<file path="src/rtl/ifd_pkg.sv">
// Summary of operation
// - generic format: two-byte op-code, source and destination fields of 0 to 3 bytes
// - quick format: two-byte op-code with small signed immediate, destination of 0 to 2 bytes
// - short format: one-byte op-code, restricted modes, source and destination 0 to 2 bytes
// - zero format: one-byte op-code, immediate always zero, destination of 0 to 2 bytes
// - each instruction gets one format; length is op-code plus operand field lengths
// - jumps use short, byte, word or absolute distance, each with its own width
// - short jump reaches start plus 2 to 9; byte jump reaches -128 to +127
package ifd_pkg;

  localparam logic [2:0] IFD_CLS_GEN0   = 3'h0;
  localparam logic [2:0] IFD_CLS_GEN1   = 3'h1;
  localparam logic [2:0] IFD_CLS_QUICK0 = 3'h2;
  localparam logic [2:0] IFD_CLS_QUICK1 = 3'h3;
  localparam logic [2:0] IFD_CLS_SHORT  = 3'h4;
  localparam logic [2:0] IFD_CLS_ZERO   = 3'h5;
  localparam logic [2:0] IFD_CLS_JUMP   = 3'h6;

  localparam int unsigned IFD_CLS_MSB   = 7;
  localparam int unsigned IFD_CLS_LSB   = 5;
  localparam int unsigned IFD_IMM_SEL   = 4;

  localparam logic [3:0] IFD_OPC_LONG   = 4'h2;
  localparam logic [3:0] IFD_OPC_SHORT  = 4'h1;
  localparam logic [1:0] IFD_GEN_MAX    = 2'h3;
  localparam logic [1:0] IFD_LIM_MAX    = 2'h2;
  localparam logic [4:0] IFD_IMM_ONE    = 5'h01;
  localparam logic [19:0] IFD_JMP_S_BASE = 20'h00002;
  localparam logic [3:0] IFD_LEN_MAX    = 4'h8;

  typedef enum logic [1:0] {
    IFD_FMT_GEN   = 2'b00,
    IFD_FMT_QUICK = 2'b01,
    IFD_FMT_SHORT = 2'b10,
    IFD_FMT_ZERO  = 2'b11
  } ifd_fmt_e;

  typedef enum logic [1:0] {
    IFD_JMP_S = 2'b00,
    IFD_JMP_B = 2'b01,
    IFD_JMP_W = 2'b10,
    IFD_JMP_A = 2'b11
  } ifd_jmp_e;

  // generic mode nibble: top two bits give the field length 0..3
  function automatic logic [1:0] ifd_gen_len(input logic [3:0] mode);
    ifd_gen_len = mode[3:2];
  endfunction : ifd_gen_len

  // restricted mode code: register, dsp8, abs16, dsp8
  function automatic logic [1:0] ifd_lim_len(input logic [1:0] code);
    case (code)
      2'h0:    ifd_lim_len = 2'h0;
      2'h2:    ifd_lim_len = IFD_LIM_MAX;
      default: ifd_lim_len = 2'h1;
    endcase
  endfunction : ifd_lim_len

  function automatic logic [19:0] ifd_rel(input logic [19:0] pc, input logic [19:0] off);
    ifd_rel = pc + off;
  endfunction : ifd_rel

endpackage : ifd_pkg

`timescale 1ns/100ps
`default_nettype none

module ifd_opc_class
(
  input  wire logic [7:0]      i_b0,
  input  wire logic [7:0]      i_b1,
  output logic                 o_two_byte,
  output ifd_pkg::ifd_fmt_e    o_fmt,
  output logic                 o_jump,
  output ifd_pkg::ifd_jmp_e    o_jkind,
  output logic [1:0]           o_src_len,
  output logic [1:0]           o_dst_len,
  output logic [1:0]           o_disp_len,
  output logic [4:0]           o_imm,
  output logic                 o_illegal,
  output logic [3:0]           o_len
);

  logic [2:0] cls;
  logic [3:0] opc;
  logic [3:0] code;

  assign cls  = i_b0[ifd_pkg::IFD_CLS_MSB:ifd_pkg::IFD_CLS_LSB];
  assign code = i_b1[7:4];

  always_comb
  begin
    o_two_byte = 1'b0;
    o_fmt      = ifd_pkg::IFD_FMT_ZERO;
    o_jump     = 1'b0;
    o_jkind    = ifd_pkg::ifd_jmp_e'(i_b0[4:3]);
    o_src_len  = 2'h0;
    o_dst_len  = 2'h0;
    o_disp_len = 2'h0;
    o_imm      = 5'h00;
    o_illegal  = 1'b0;
    opc        = ifd_pkg::IFD_OPC_SHORT;
    case (cls)
      ifd_pkg::IFD_CLS_GEN0, ifd_pkg::IFD_CLS_GEN1:
      begin
        o_two_byte = 1'b1;
        o_fmt      = ifd_pkg::IFD_FMT_GEN;
        o_src_len  = ifd_pkg::ifd_gen_len(i_b1[7:4]);
        o_dst_len  = ifd_pkg::ifd_gen_len(i_b1[3:0]);
        opc        = ifd_pkg::IFD_OPC_LONG;
      end
      ifd_pkg::IFD_CLS_QUICK0, ifd_pkg::IFD_CLS_QUICK1:
      begin
        o_two_byte = 1'b1;
        o_fmt      = ifd_pkg::IFD_FMT_QUICK;
        o_dst_len  = ifd_pkg::ifd_lim_len(i_b1[1:0]);
        // selector bit shifts the range from -8..+7 up to -7..+8
        o_imm      = i_b0[ifd_pkg::IFD_IMM_SEL] ? {code[3], code} + ifd_pkg::IFD_IMM_ONE
                                                : {code[3], code};
        opc        = ifd_pkg::IFD_OPC_LONG;
      end
      ifd_pkg::IFD_CLS_SHORT:
      begin
        o_fmt     = ifd_pkg::IFD_FMT_SHORT;
        o_src_len = ifd_pkg::ifd_lim_len(i_b0[4:3]);
        o_dst_len = ifd_pkg::ifd_lim_len(i_b0[1:0]);
      end
      ifd_pkg::IFD_CLS_ZERO:
      begin
        o_fmt     = ifd_pkg::IFD_FMT_ZERO;
        o_dst_len = ifd_pkg::ifd_lim_len(i_b0[1:0]);
      end
      ifd_pkg::IFD_CLS_JUMP:
      begin
        o_fmt      = ifd_pkg::IFD_FMT_SHORT;
        o_jump     = 1'b1;
        o_disp_len = i_b0[4:3];
      end
      default:
      begin
        o_illegal = 1'b1;
      end
    endcase
    o_len = opc + {2'b00, o_src_len} + {2'b00, o_dst_len} + {2'b00, o_disp_len};
  end

endmodule : ifd_opc_class

`default_nettype wire

</file>
<file path="src/rtl/ifd_decoder.sv">
`timescale 1ns/100ps
`default_nettype none

module ifd_decoder
(
  input  wire logic            i_clk,
  input  wire logic            i_rst,
  input  wire logic            i_ce,
  input  wire logic            i_byte_vld,
  input  wire logic [7:0]      i_byte,
  input  wire logic [19:0]     i_pc,
  output logic                 o_len_vld,
  output logic                 o_valid,
  output ifd_pkg::ifd_fmt_e    o_fmt,
  output logic [3:0]           o_len,
  output logic [1:0]           o_src_len,
  output logic [1:0]           o_dst_len,
  output logic [1:0]           o_disp_len,
  output logic [4:0]           o_imm,
  output logic                 o_jump,
  output ifd_pkg::ifd_jmp_e    o_jkind,
  output logic [19:0]          o_target,
  output logic                 o_illegal
);

  typedef enum logic [1:0] {
    IFD_ST_OP0  = 2'b00,
    IFD_ST_OP1  = 2'b01,
    IFD_ST_OPND = 2'b10
  } ifd_st_e;

  typedef struct packed {
    ifd_st_e           st;
    logic [7:0]        b0;
    logic [19:0]       pc;
    logic [2:0]        left;
    logic [1:0]        jidx;
    logic [23:0]       disp;
    logic              len_vld;
    logic              valid;
    ifd_pkg::ifd_fmt_e fmt;
    logic [3:0]        len;
    logic [1:0]        src_len;
    logic [1:0]        dst_len;
    logic [1:0]        disp_len;
    logic [4:0]        imm;
    logic              jump;
    ifd_pkg::ifd_jmp_e jkind;
    logic [19:0]       target;
    logic              illegal;
  } ifd_state_s;

  ifd_state_s s_q;
  ifd_state_s s_d;

  logic [7:0]        cls_b0;
  logic              c_two;
  ifd_pkg::ifd_fmt_e c_fmt;
  logic              c_jump;
  ifd_pkg::ifd_jmp_e c_jkind;
  logic [1:0]        c_src;
  logic [1:0]        c_dst;
  logic [1:0]        c_disp;
  logic [4:0]        c_imm;
  logic              c_ill;
  logic [3:0]        c_len;
  logic              take;
  logic              opc_done;
  logic [19:0]       pc_now;
  logic [23:0]       disp_full;

  // the incoming byte is byte 0 only while waiting for a new op-code
  assign cls_b0 = (s_q.st == IFD_ST_OP0) ? i_byte : s_q.b0;
  assign take   = i_ce & i_byte_vld;
  assign pc_now = (s_q.st == IFD_ST_OP0) ? i_pc : s_q.pc;

  ifd_opc_class u_class
  (
    .i_b0       (cls_b0),
    .i_b1       (i_byte),
    .o_two_byte (c_two),
    .o_fmt      (c_fmt),
    .o_jump     (c_jump),
    .o_jkind    (c_jkind),
    .o_src_len  (c_src),
    .o_dst_len  (c_dst),
    .o_disp_len (c_disp),
    .o_imm      (c_imm),
    .o_illegal  (c_ill),
    .o_len      (c_len)
  );

  // displacement arrives low byte first
  always_comb
  begin
    disp_full = s_q.disp;
    case (s_q.jidx)
      2'h0:    disp_full[7:0]   = i_byte;
      2'h1:    disp_full[15:8]  = i_byte;
      default: disp_full[23:16] = i_byte;
    endcase
  end

  always_comb
  begin
    s_d         = s_q;
    s_d.valid   = 1'b0;
    s_d.len_vld = 1'b0;
    opc_done    = 1'b0;
    if (take)
    begin
      case (s_q.st)
        IFD_ST_OP0:
        begin
          s_d.b0   = i_byte;
          s_d.pc   = i_pc;
          s_d.disp = 24'h000000;
          s_d.jidx = 2'h0;
          if (c_two)
          begin
            s_d.st = IFD_ST_OP1;
          end
          else
          begin
            opc_done = 1'b1;
          end
        end
        IFD_ST_OP1:
        begin
          opc_done = 1'b1;
        end
        IFD_ST_OPND:
        begin
          s_d.left = s_q.left - 3'h1;
          if (s_q.jump)
          begin
            s_d.disp = disp_full;
            s_d.jidx = s_q.jidx + 2'h1;
          end
          if (s_q.left == 3'h1)
          begin
            s_d.valid = 1'b1;
            s_d.st    = IFD_ST_OP0;
            // jkind holds raw op-code bits for non-jumps, so only jumps may touch the target
            if (s_q.jump)
            begin
              case (s_q.jkind)
                ifd_pkg::IFD_JMP_B:
                  s_d.target = ifd_pkg::ifd_rel(s_q.pc, {{12{disp_full[7]}}, disp_full[7:0]});
                ifd_pkg::IFD_JMP_W:
                  s_d.target = ifd_pkg::ifd_rel(s_q.pc, {{4{disp_full[15]}}, disp_full[15:0]});
                default:
                  s_d.target = disp_full[19:0];
              endcase
            end
          end
        end
        default:
        begin
          s_d.st = IFD_ST_OP0;
        end
      endcase
    end
    // length is published at op-code time so fetch can find the next boundary early
    if (opc_done)
    begin
      s_d.len_vld  = 1'b1;
      s_d.fmt      = c_fmt;
      s_d.len      = c_len;
      s_d.src_len  = c_src;
      s_d.dst_len  = c_dst;
      s_d.disp_len = c_disp;
      s_d.imm      = c_imm;
      s_d.jump     = c_jump;
      s_d.jkind    = c_jkind;
      s_d.illegal  = c_ill;
      s_d.target   = 20'h00000;
      s_d.left     = {1'b0, c_src} + {1'b0, c_dst} + {1'b0, c_disp};
      if (s_d.left == 3'h0)
      begin
        s_d.valid = 1'b1;
        s_d.st    = IFD_ST_OP0;
        // short jump carries its distance in the op-code: start + 2..9
        if (c_jump)
        begin
          s_d.target = ifd_pkg::ifd_rel(pc_now,
                         ifd_pkg::IFD_JMP_S_BASE + {17'h00000, cls_b0[2:0]});
        end
      end
      else
      begin
        s_d.st = IFD_ST_OPND;
      end
    end
  end

  always_ff @(posedge i_clk)
  begin
    if (i_rst)
    begin
      s_q <= '0;
    end
    else if (i_ce)
    begin
      s_q <= s_d;
    end
  end

  assign o_len_vld  = s_q.len_vld;
  assign o_valid    = s_q.valid;
  assign o_fmt      = s_q.fmt;
  assign o_len      = s_q.len;
  assign o_src_len  = s_q.src_len;
  assign o_dst_len  = s_q.dst_len;
  assign o_disp_len = s_q.disp_len;
  assign o_imm      = s_q.imm;
  assign o_jump     = s_q.jump;
  assign o_jkind    = s_q.jkind;
  assign o_target   = s_q.target;
  assign o_illegal  = s_q.illegal;

  // helper: bytes actually taken for the instruction just finished
  logic [3:0]  chk_cnt_q;
  logic [3:0]  chk_last_q;
  logic [19:0] chk_off;

  assign chk_off = s_q.target - s_q.pc;

  always_ff @(posedge i_clk)
  begin
    if (i_rst)
    begin
      chk_cnt_q  <= 4'h0;
      chk_last_q <= 4'h0;
    end
    else if (take)
    begin
      if (s_d.valid)
      begin
        chk_cnt_q  <= 4'h0;
        chk_last_q <= chk_cnt_q + 4'h1;
      end
      else
      begin
        chk_cnt_q <= chk_cnt_q + 4'h1;
      end
    end
  end
endmodule : ifd_decoder

`default_nettype wire

</file>
<file path="config.mk">
export PLATFORM = sky130hd
export DESIGN_NAME = ifd_decoder
export DESIGN_NICKNAME = d
export VERILOG_FILES = /design/src/rtl/ifd_pkg.sv /design/src/rtl/ifd_decoder.sv
export SDC_FILE = /design/constraint.sdc
export NUM_CORES = 1
export LEC_CHECK = 0
export BUFFER_PORTS_ARGS = -buffer_cell sky130_fd_sc_hd__buf_2
export CAP_MARGIN = 20
export CORE_MARGIN = 2
export CORE_UTILIZATION = 35
export CTS_BUF_LIST = sky130_fd_sc_hd__clkbuf_8
export DETAILED_ROUTE_END_ITERATION = 8
export HOLD_SLACK_MARGIN = 0.15
export PLACE_DENSITY_LB_ADDON = 0.3
export SYNTH_ARGS = -nofsm -noshare
export SYNTH_HDL_FRONTEND = slang
export SYNTH_SLANG_ARGS = --single-unit
</file>
<file path="constraint.sdc">
create_clock -name i_clk -period 8.4 [get_ports i_clk]
set_clock_uncertainty 0.2 [all_clocks]
set_input_delay 0.42 -clock i_clk [delete_from_list [all_inputs] [get_ports i_clk]]
set_output_delay 0.42 -clock i_clk [all_outputs]
set_load 0.05 [all_outputs]
</file>
==> impl_metrics.toml, run 1 <==
[run_status]
status = "complete, no violations"

[clocking]
cts_setup_buffers = 0
clockRootBuffer = "clkbuf_8"
ctsResizeCount = 0
cts_num_sinks = 98
clkTransAtPathRegs_ps = 110
cts_buffers = 9
h-tree-depth = 3
cts_tree = "done"
clockBufferDepth = 2
holdBufCountCts = 23
clk_latency_ps = 400

[critical_path]
end_kind = "flip-flop"
slowest_delay_ps = 830
path_max_fanout = 19
rr_worst_depth = 12
r2r-end = "o_target[9]"
r2r-start = "s_q[100]"
r2r_slack_ps = 3140
cp.arrival_ps = 5360
worstPathRequired_ps = 8500
cpMaxStageDelayCell = "nor2_1"
path_cells = "nor2_4 > mux2i_1 > clkinv_1 > o32ai_1 > fa_1 > ha_1 > xor2_1 > nor3b_1 > nand2_1 > nor2_1 > a221oi_1 > a211oi_1"
critPathTopFamily = "simple AND/OR/NAND/NOR gates"
cp-start-kind = "flip-flop"
crit_type = "flip-flop to flip-flop"
critical_path_buf_inv_count = 1

[cells_and_area]
fin_cells = 1194
final_common_cell = "nand2_1"
areaGrowthSynthToFinish_pct = 10.42
layout_common_cells = "nand2_1, dfxtp_1, a21oi_1, nor2_1, buf_2"
n_antenna_cell = 0
n_fill_cell = 2038
final_nets = 998
drive_gt1_share_pct = 13.13

[timing]
tightest_slew_ps = 1085
tns_ps = 0
rsz0062_at_grt = "false"
hold_viol = 0
setup_violations = 0
timing.final.crit_period_ps = 5258
slew_headroom_pct = 27.40
fmax_mhz = 190.2
min_period_over_period_pct = 62.59
setup_ws_ps = 3142
maxSlewViolCount = 0

[routing]
ant_nets = 0
wl_per_cell_microns = 17.46
initialDrtViolationCount = 537
drc = 0
drt_wl_total_microns = 20850
viasPerCell = 5.434
dr.pass1.iters = 5
vias = 6488

[yosys]
synthArstFlopShare_pct = 0
synth-seq-area-share_pct = 28.66
synthFlopType = "dfxtp_1"
avgSynthCellArea_sq_um = 7.606
netlist_instances = 900
synth_cell_types = 67
synth.ff_latch_count = 98
syn_area_sq_um = 6845
synth_enable_flop_cells = 0
yosysWarnings = 0
syn_nets = 974

[die]
core.rowCount = 51
die_y_microns = 143.9
dieArea_sq_um = 20690
core_area_sq_um = 19330
die_width_microns = 143.9
io-pin-count = 75
initial_core_util_pct = 35.40

[power_and_ir_drop]
p_int_uw = 775.2
p_clk_share_pct = 29.4
switchingPower_uw = 434.8
powerDensity_nw_per_um2 = 160.1
switching_share_pct = 35.94
combPwrFrac_pct = 29.2
static-leakage-power_uw = 0.003068
ir_drop_v = 0.00007952
p_seq_share_pct = 41.4

[global_route]
antenna_found_initial = 0
grt_max_degree = 81
grt_pass1_vias = 5867
grt_first_pass_wirelength_microns = 32550
grt.overflow.total = 0
track_usage_pct = 20.45

[placement]
dp_slack_ps = 3329
routabilityCongestion = 0.9164
dp_hpwl_microns = 15780
dp_cells = 1155
io_buffers = 74

[min_path]
min_to = "s_q[97]"
min_path_cells = 3
hold_path_class = "input port to flip-flop"
hp-start = "i_byte[5]"

[job]
drv_cap = 0
## cell type report
class	count	area [sq um]	area share, %
timing repair buffer	105	663.1	8.773
inverter	27	101.3	1.341
clock buffer	9	123.9	1.639
sequential	98	1962	25.96
multi-input combinational	683	4277	56.58
clock inverter	7	100.1	1.324
tap	265	331.6	4.387
## power groups by stage
stage / Clock [uW] / Sequential, uW / Combinational (uW)
2_1_floorplan: 0 / 504 / 264
3_5_place_dp: 0 / 511 / 341
4_1_cts: 362 / 501 / 352
6_report: 356 / 501 / 353
3_3_place_gp: 0 / 511 / 342
5_1_grt: 380 / 503 / 392
## worst reg2reg max path, delay by kind of cell (launching register included)
family / cells / cell delay (ps)
AOI/OAI and AO/OA: 3 / 980
xor gates and xnor gates: 1 / 170
adders and majority gates: 2 / 760
buffers and inverters: 1 / 420
DFF: 1 / 750
muxes: 1 / 460
and+or+nand+nor: 4 / 1440
## stage by stage
step | total power (uW) | instance area [sq um] | hold WS (ps) | utilization (%)
2_1_floorplan | 768.3 | 6845 | 229.4 | -
4_1_cts | 1215 | 7559 | 151.5 | 39.09
3_5_place_dp | 852.5 | 7104 | 240.9 | 36.74
5_1_grt | 1275 | 7559 | 176.0 | 39.09
3_3_place_gp | 853.3 | 7104 | 236.4 | 36.74
6_report | 1210 | 7559 | 162.0 | 39.09
## how the worst max path moves through the flow
stage	slack, ps	from	cells past startpoint	end
final	3140	s_q[100]	12	o_target[9]
after global routing	2850	s_q[100]	13	o_target[9]
after CTS	3270	s_q[100]	12	o_target[9]
after detailed placement	3330	s_q[100]	12	o_target[9]
after global placement	3410	s_q[100]	13	o_target[9]
after floorplan	4100	s_q[101]	14	o_target[13]
## kinds of logic (layout without fill, tap and decap cells)
group,after synthesis,count (layout),share of synthesized area (%)
AO/OA/AOI/OAI,226,226,20.80
XOR/XNOR,30,30,3.838
adder cells (fa/ha/maj),42,42,8.554
buffers and inverters,119,148,9.011
flip-flops,98,98,28.66
multiplexers,44,44,6.653
AND/OR/NAND/NOR,341,341,22.48
## synth_stat cells, types with 6 or more instances
master | number | share of area, %
inv_1 | 26 | 1.4
o21ai_0 | 28 | 2.0
mux2_2 | 12 | 2.0
dfxtp_1 | 98 | 29
nor3_1 | 21 | 1.5
mux2i_1 | 32 | 4.7
xnor2_1 | 19 | 2.4
nand4_1 | 8 | 0.73
o211ai_1 | 9 | 0.99
xor2_1 | 11 | 1.4
clkbuf_1 | 39 | 2.1
ha_1 | 34 | 6.2
a21o_1 | 7 | 0.77
a21oi_1 | 90 | 6.6
a31oi_1 | 8 | 0.73
nand2b_1 | 7 | 0.64
buf_4 | 41 | 4.5
nand2_1 | 154 | 8.4
a22oi_1 | 19 | 2.1
nand3_1 | 21 | 1.5
a211oi_1 | 12 | 1.3
nor2b_1 | 6 | 0.55
fa_1 | 8 | 2.3
a221oi_1 | 9 | 1.2
nor2_1 | 87 | 4.8
buf_2 | 7 | 0.51
## routing by layer
layer | routed length, microns | vias up | GRT usage, % | share of wire, %
li1 | - | 3177 | - | -
met1 | 9824 | 3114 | 29.13 | 47
met2 | 9438 | 176 | 31.95 | 45
met3 | 1191 | 21 | 3.366 | 5.7
met4 | 397 | 0 | 5.470 | 1.9
met5 | 0 | - | 0 | 0
## flip-flops by register name, summed over array words and instances (netlist names)
signal	count
o_disp_len	2
o_dst_len	2
o_fmt	2
o_illegal	1
o_imm	5
o_jkind	2
o_jump	1
o_len	4
o_len_vld	1
o_src_len	2
o_target	20
o_valid	1
s_q	55
Note: power is estimated with default switching activity, not from simulation.
==> run 2: changes to the inputs <==
==> constraint.sdc (replaced) <==
create_clock -name i_clk -period 4.9 [get_ports i_clk]
set_clock_uncertainty 0.2 [all_clocks]
set_input_delay 0.245 -clock i_clk [delete_from_list [all_inputs] [get_ports i_clk]]
set_output_delay 0.245 -clock i_clk [all_outputs]
set_load 0.05 [all_outputs]
==> impl_metrics.toml, run 2 (same netlist as run 1, synthesis figures left out) <==
[die]
dieArea_sq_um = 20690
core_area_sq_um = 19330
initial_core_util_pct = 35.40
io-pin-count = 75
die_width_microns = 143.9
core.rowCount = 51
die_y_microns = 143.9

[cells_and_area]
largest_register_ffs = 55
n_fill_cell = 2015
regMostFlops = "s_q"
post-route-util_pct = 39.73
areaGrowthSynthToFinish_pct = 12.21
postLayoutCellArea_sq_um = 7681
layout_common_cells = "nand2_1, dfxtp_1, a21oi_1, nor2_1, buf_2"
n_antenna_cell = 0
final_common_cell = "nand2_1"
final_nets = 1012
drive_gt1_share_pct = 13.89

[timing]
slew_headroom_pct = 27.37
min_period_over_period_pct = 91.97
timing.final.crit_period_ps = 4506
maxSlewViolCount = 0
fmax_mhz = 221.9
tightest_slew_ps = 1089
tns_ps = 0
setup_violations = 0
rsz0062_at_grt = "false"
hold_viol = 0

[critical_path]
cp.arrival_ps = 4530
path_max_fanout = 25
end_kind = "flip-flop"
worstPathRequired_ps = 4920
cp-start-kind = "flip-flop"
crit_type = "flip-flop to flip-flop"

[global_route]
grt_max_degree = 101
grt.overflow.total = 0
antenna_found_initial = 0
track_usage_pct = 20.56
grt_first_pass_wirelength_microns = 32690
grt_pass1_vias = 5940

[placement]
routabilityCongestion = 0.9020
io_buffers = 74
place_area_sq_um = 7157
dp_hpwl_microns = 15830

[job]
drv_cap = 0

[routing]
vias = 6484
drc = 0
viasPerCell = 5.368
initialDrtViolationCount = 627
ant_nets = 0
dr.pass1.iters = 7
wl_per_cell_microns = 17.38
drt_wl_total_microns = 21000

[power_and_ir_drop]
p_total_uw = 2069
static-leakage-power_uw = 0.003136
powerDensity_nw_per_um2 = 269.3
ir_drop_v = 0.0001456

[clocking]
clk_latency_ps = 390
cts_num_sinks = 98
clkTransAtPathRegs_ps = 100
cts_tree = "done"
h-tree-depth = 3
cts_buffers = 9
clockRootBuffer = "clkbuf_8"
clockBufferDepth = 2

[run_status]
status = "complete, no violations"

[min_path]
hold_path_class = "input port to flip-flop"
-- run 2: cell count changes in the layout (fill, tap and decap cells not counted), moves of 2 or more --
cell           previous run  this run
buf_4                     9        16
dlygate4sd3_1            23        29
dfxtp_1                  98        96
dfxtp_2                   0         2
-- run 2: routing by layer --
| layer | global-route usage [%] | wire (microns) |
|---|---|---|
| met1 | 28.61 | 9714 |
| met5 | 0 | 0 |
| met2 | 33.31 | 9766 |
| met4 | 4.541 | 233 |
| met3 | 3.565 | 1285 |
-- run 2: per-stage QoR --
| step | setup WS (ps) | instances | hold slack (ps) |
|---|---|---|---|
| 6_report | 393.7 | 1208 | 220.2 |
| 2_1_floorplan | 596.5 | 900 | 181.0 |
| 3_3_place_gp | 443.5 | 1162 | 237.6 |
| 5_1_grt | 134.5 | 1208 | 248.7 |
| 3_5_place_dp | 307.8 | 1162 | 241.6 |
| 4_1_cts | 284.7 | 1207 | 198.1 |
-- run 2: cell type report --
| class | count | area [sq um] | area share, % |
|---|---|---|---|
| clock buffer | 9 | 123.9 | 1.613 |
| clock inverter | 7 | 92.59 | 1.205 |
| inverter | 27 | 101.3 | 1.319 |
| multi-input combinational | 683 | 4277 | 55.68 |
| sequential | 98 | 1964 | 25.57 |
| tap | 265 | 331.6 | 4.317 |
| timing repair buffer | 119 | 790.8 | 10.29 |
-- run 2: repair_timing --
item,in CTS,in global routing
buffers inserted,0,0
endpoints found under the setup margin,0,3
hold endpoints to repair,45,0
hold buffers,29,0
resized for setup,0,2
-- run 2: path summary, 6_finish.rpt --
kind                    from          end  slack [ps]  cells past startpoint
setup / recovery    s_q[101]  o_target[9]         390                     13
hold / removal    i_byte_vld      s_q[69]         220                      4
setup reg to reg    s_q[101]  o_target[9]         390                     13
hold reg to reg    o_illegal    o_illegal         260                      2
-- run 2: critical path: stages, from the launching register on --
cell and delay [ps]:
dfxtp_2 430, nor2_4 260, buf_4 380, mux2i_1 310
ha_1 270, inv_1 60, ha_1 160, inv_1 60
fa_1 410, nand2b_1 170, a222oi_1 720, a21oi_1 210
a221oi_1 540, a211oi_1 140
-- run 2: where the power goes --
| group | switching (uW) | total (uW) | internal, uW |
|---|---|---|---|
| clock network | 306 | 594 | 288 |
| logic | 393 | 615 | 222 |
| registers | 32.2 | 859 | 827 |
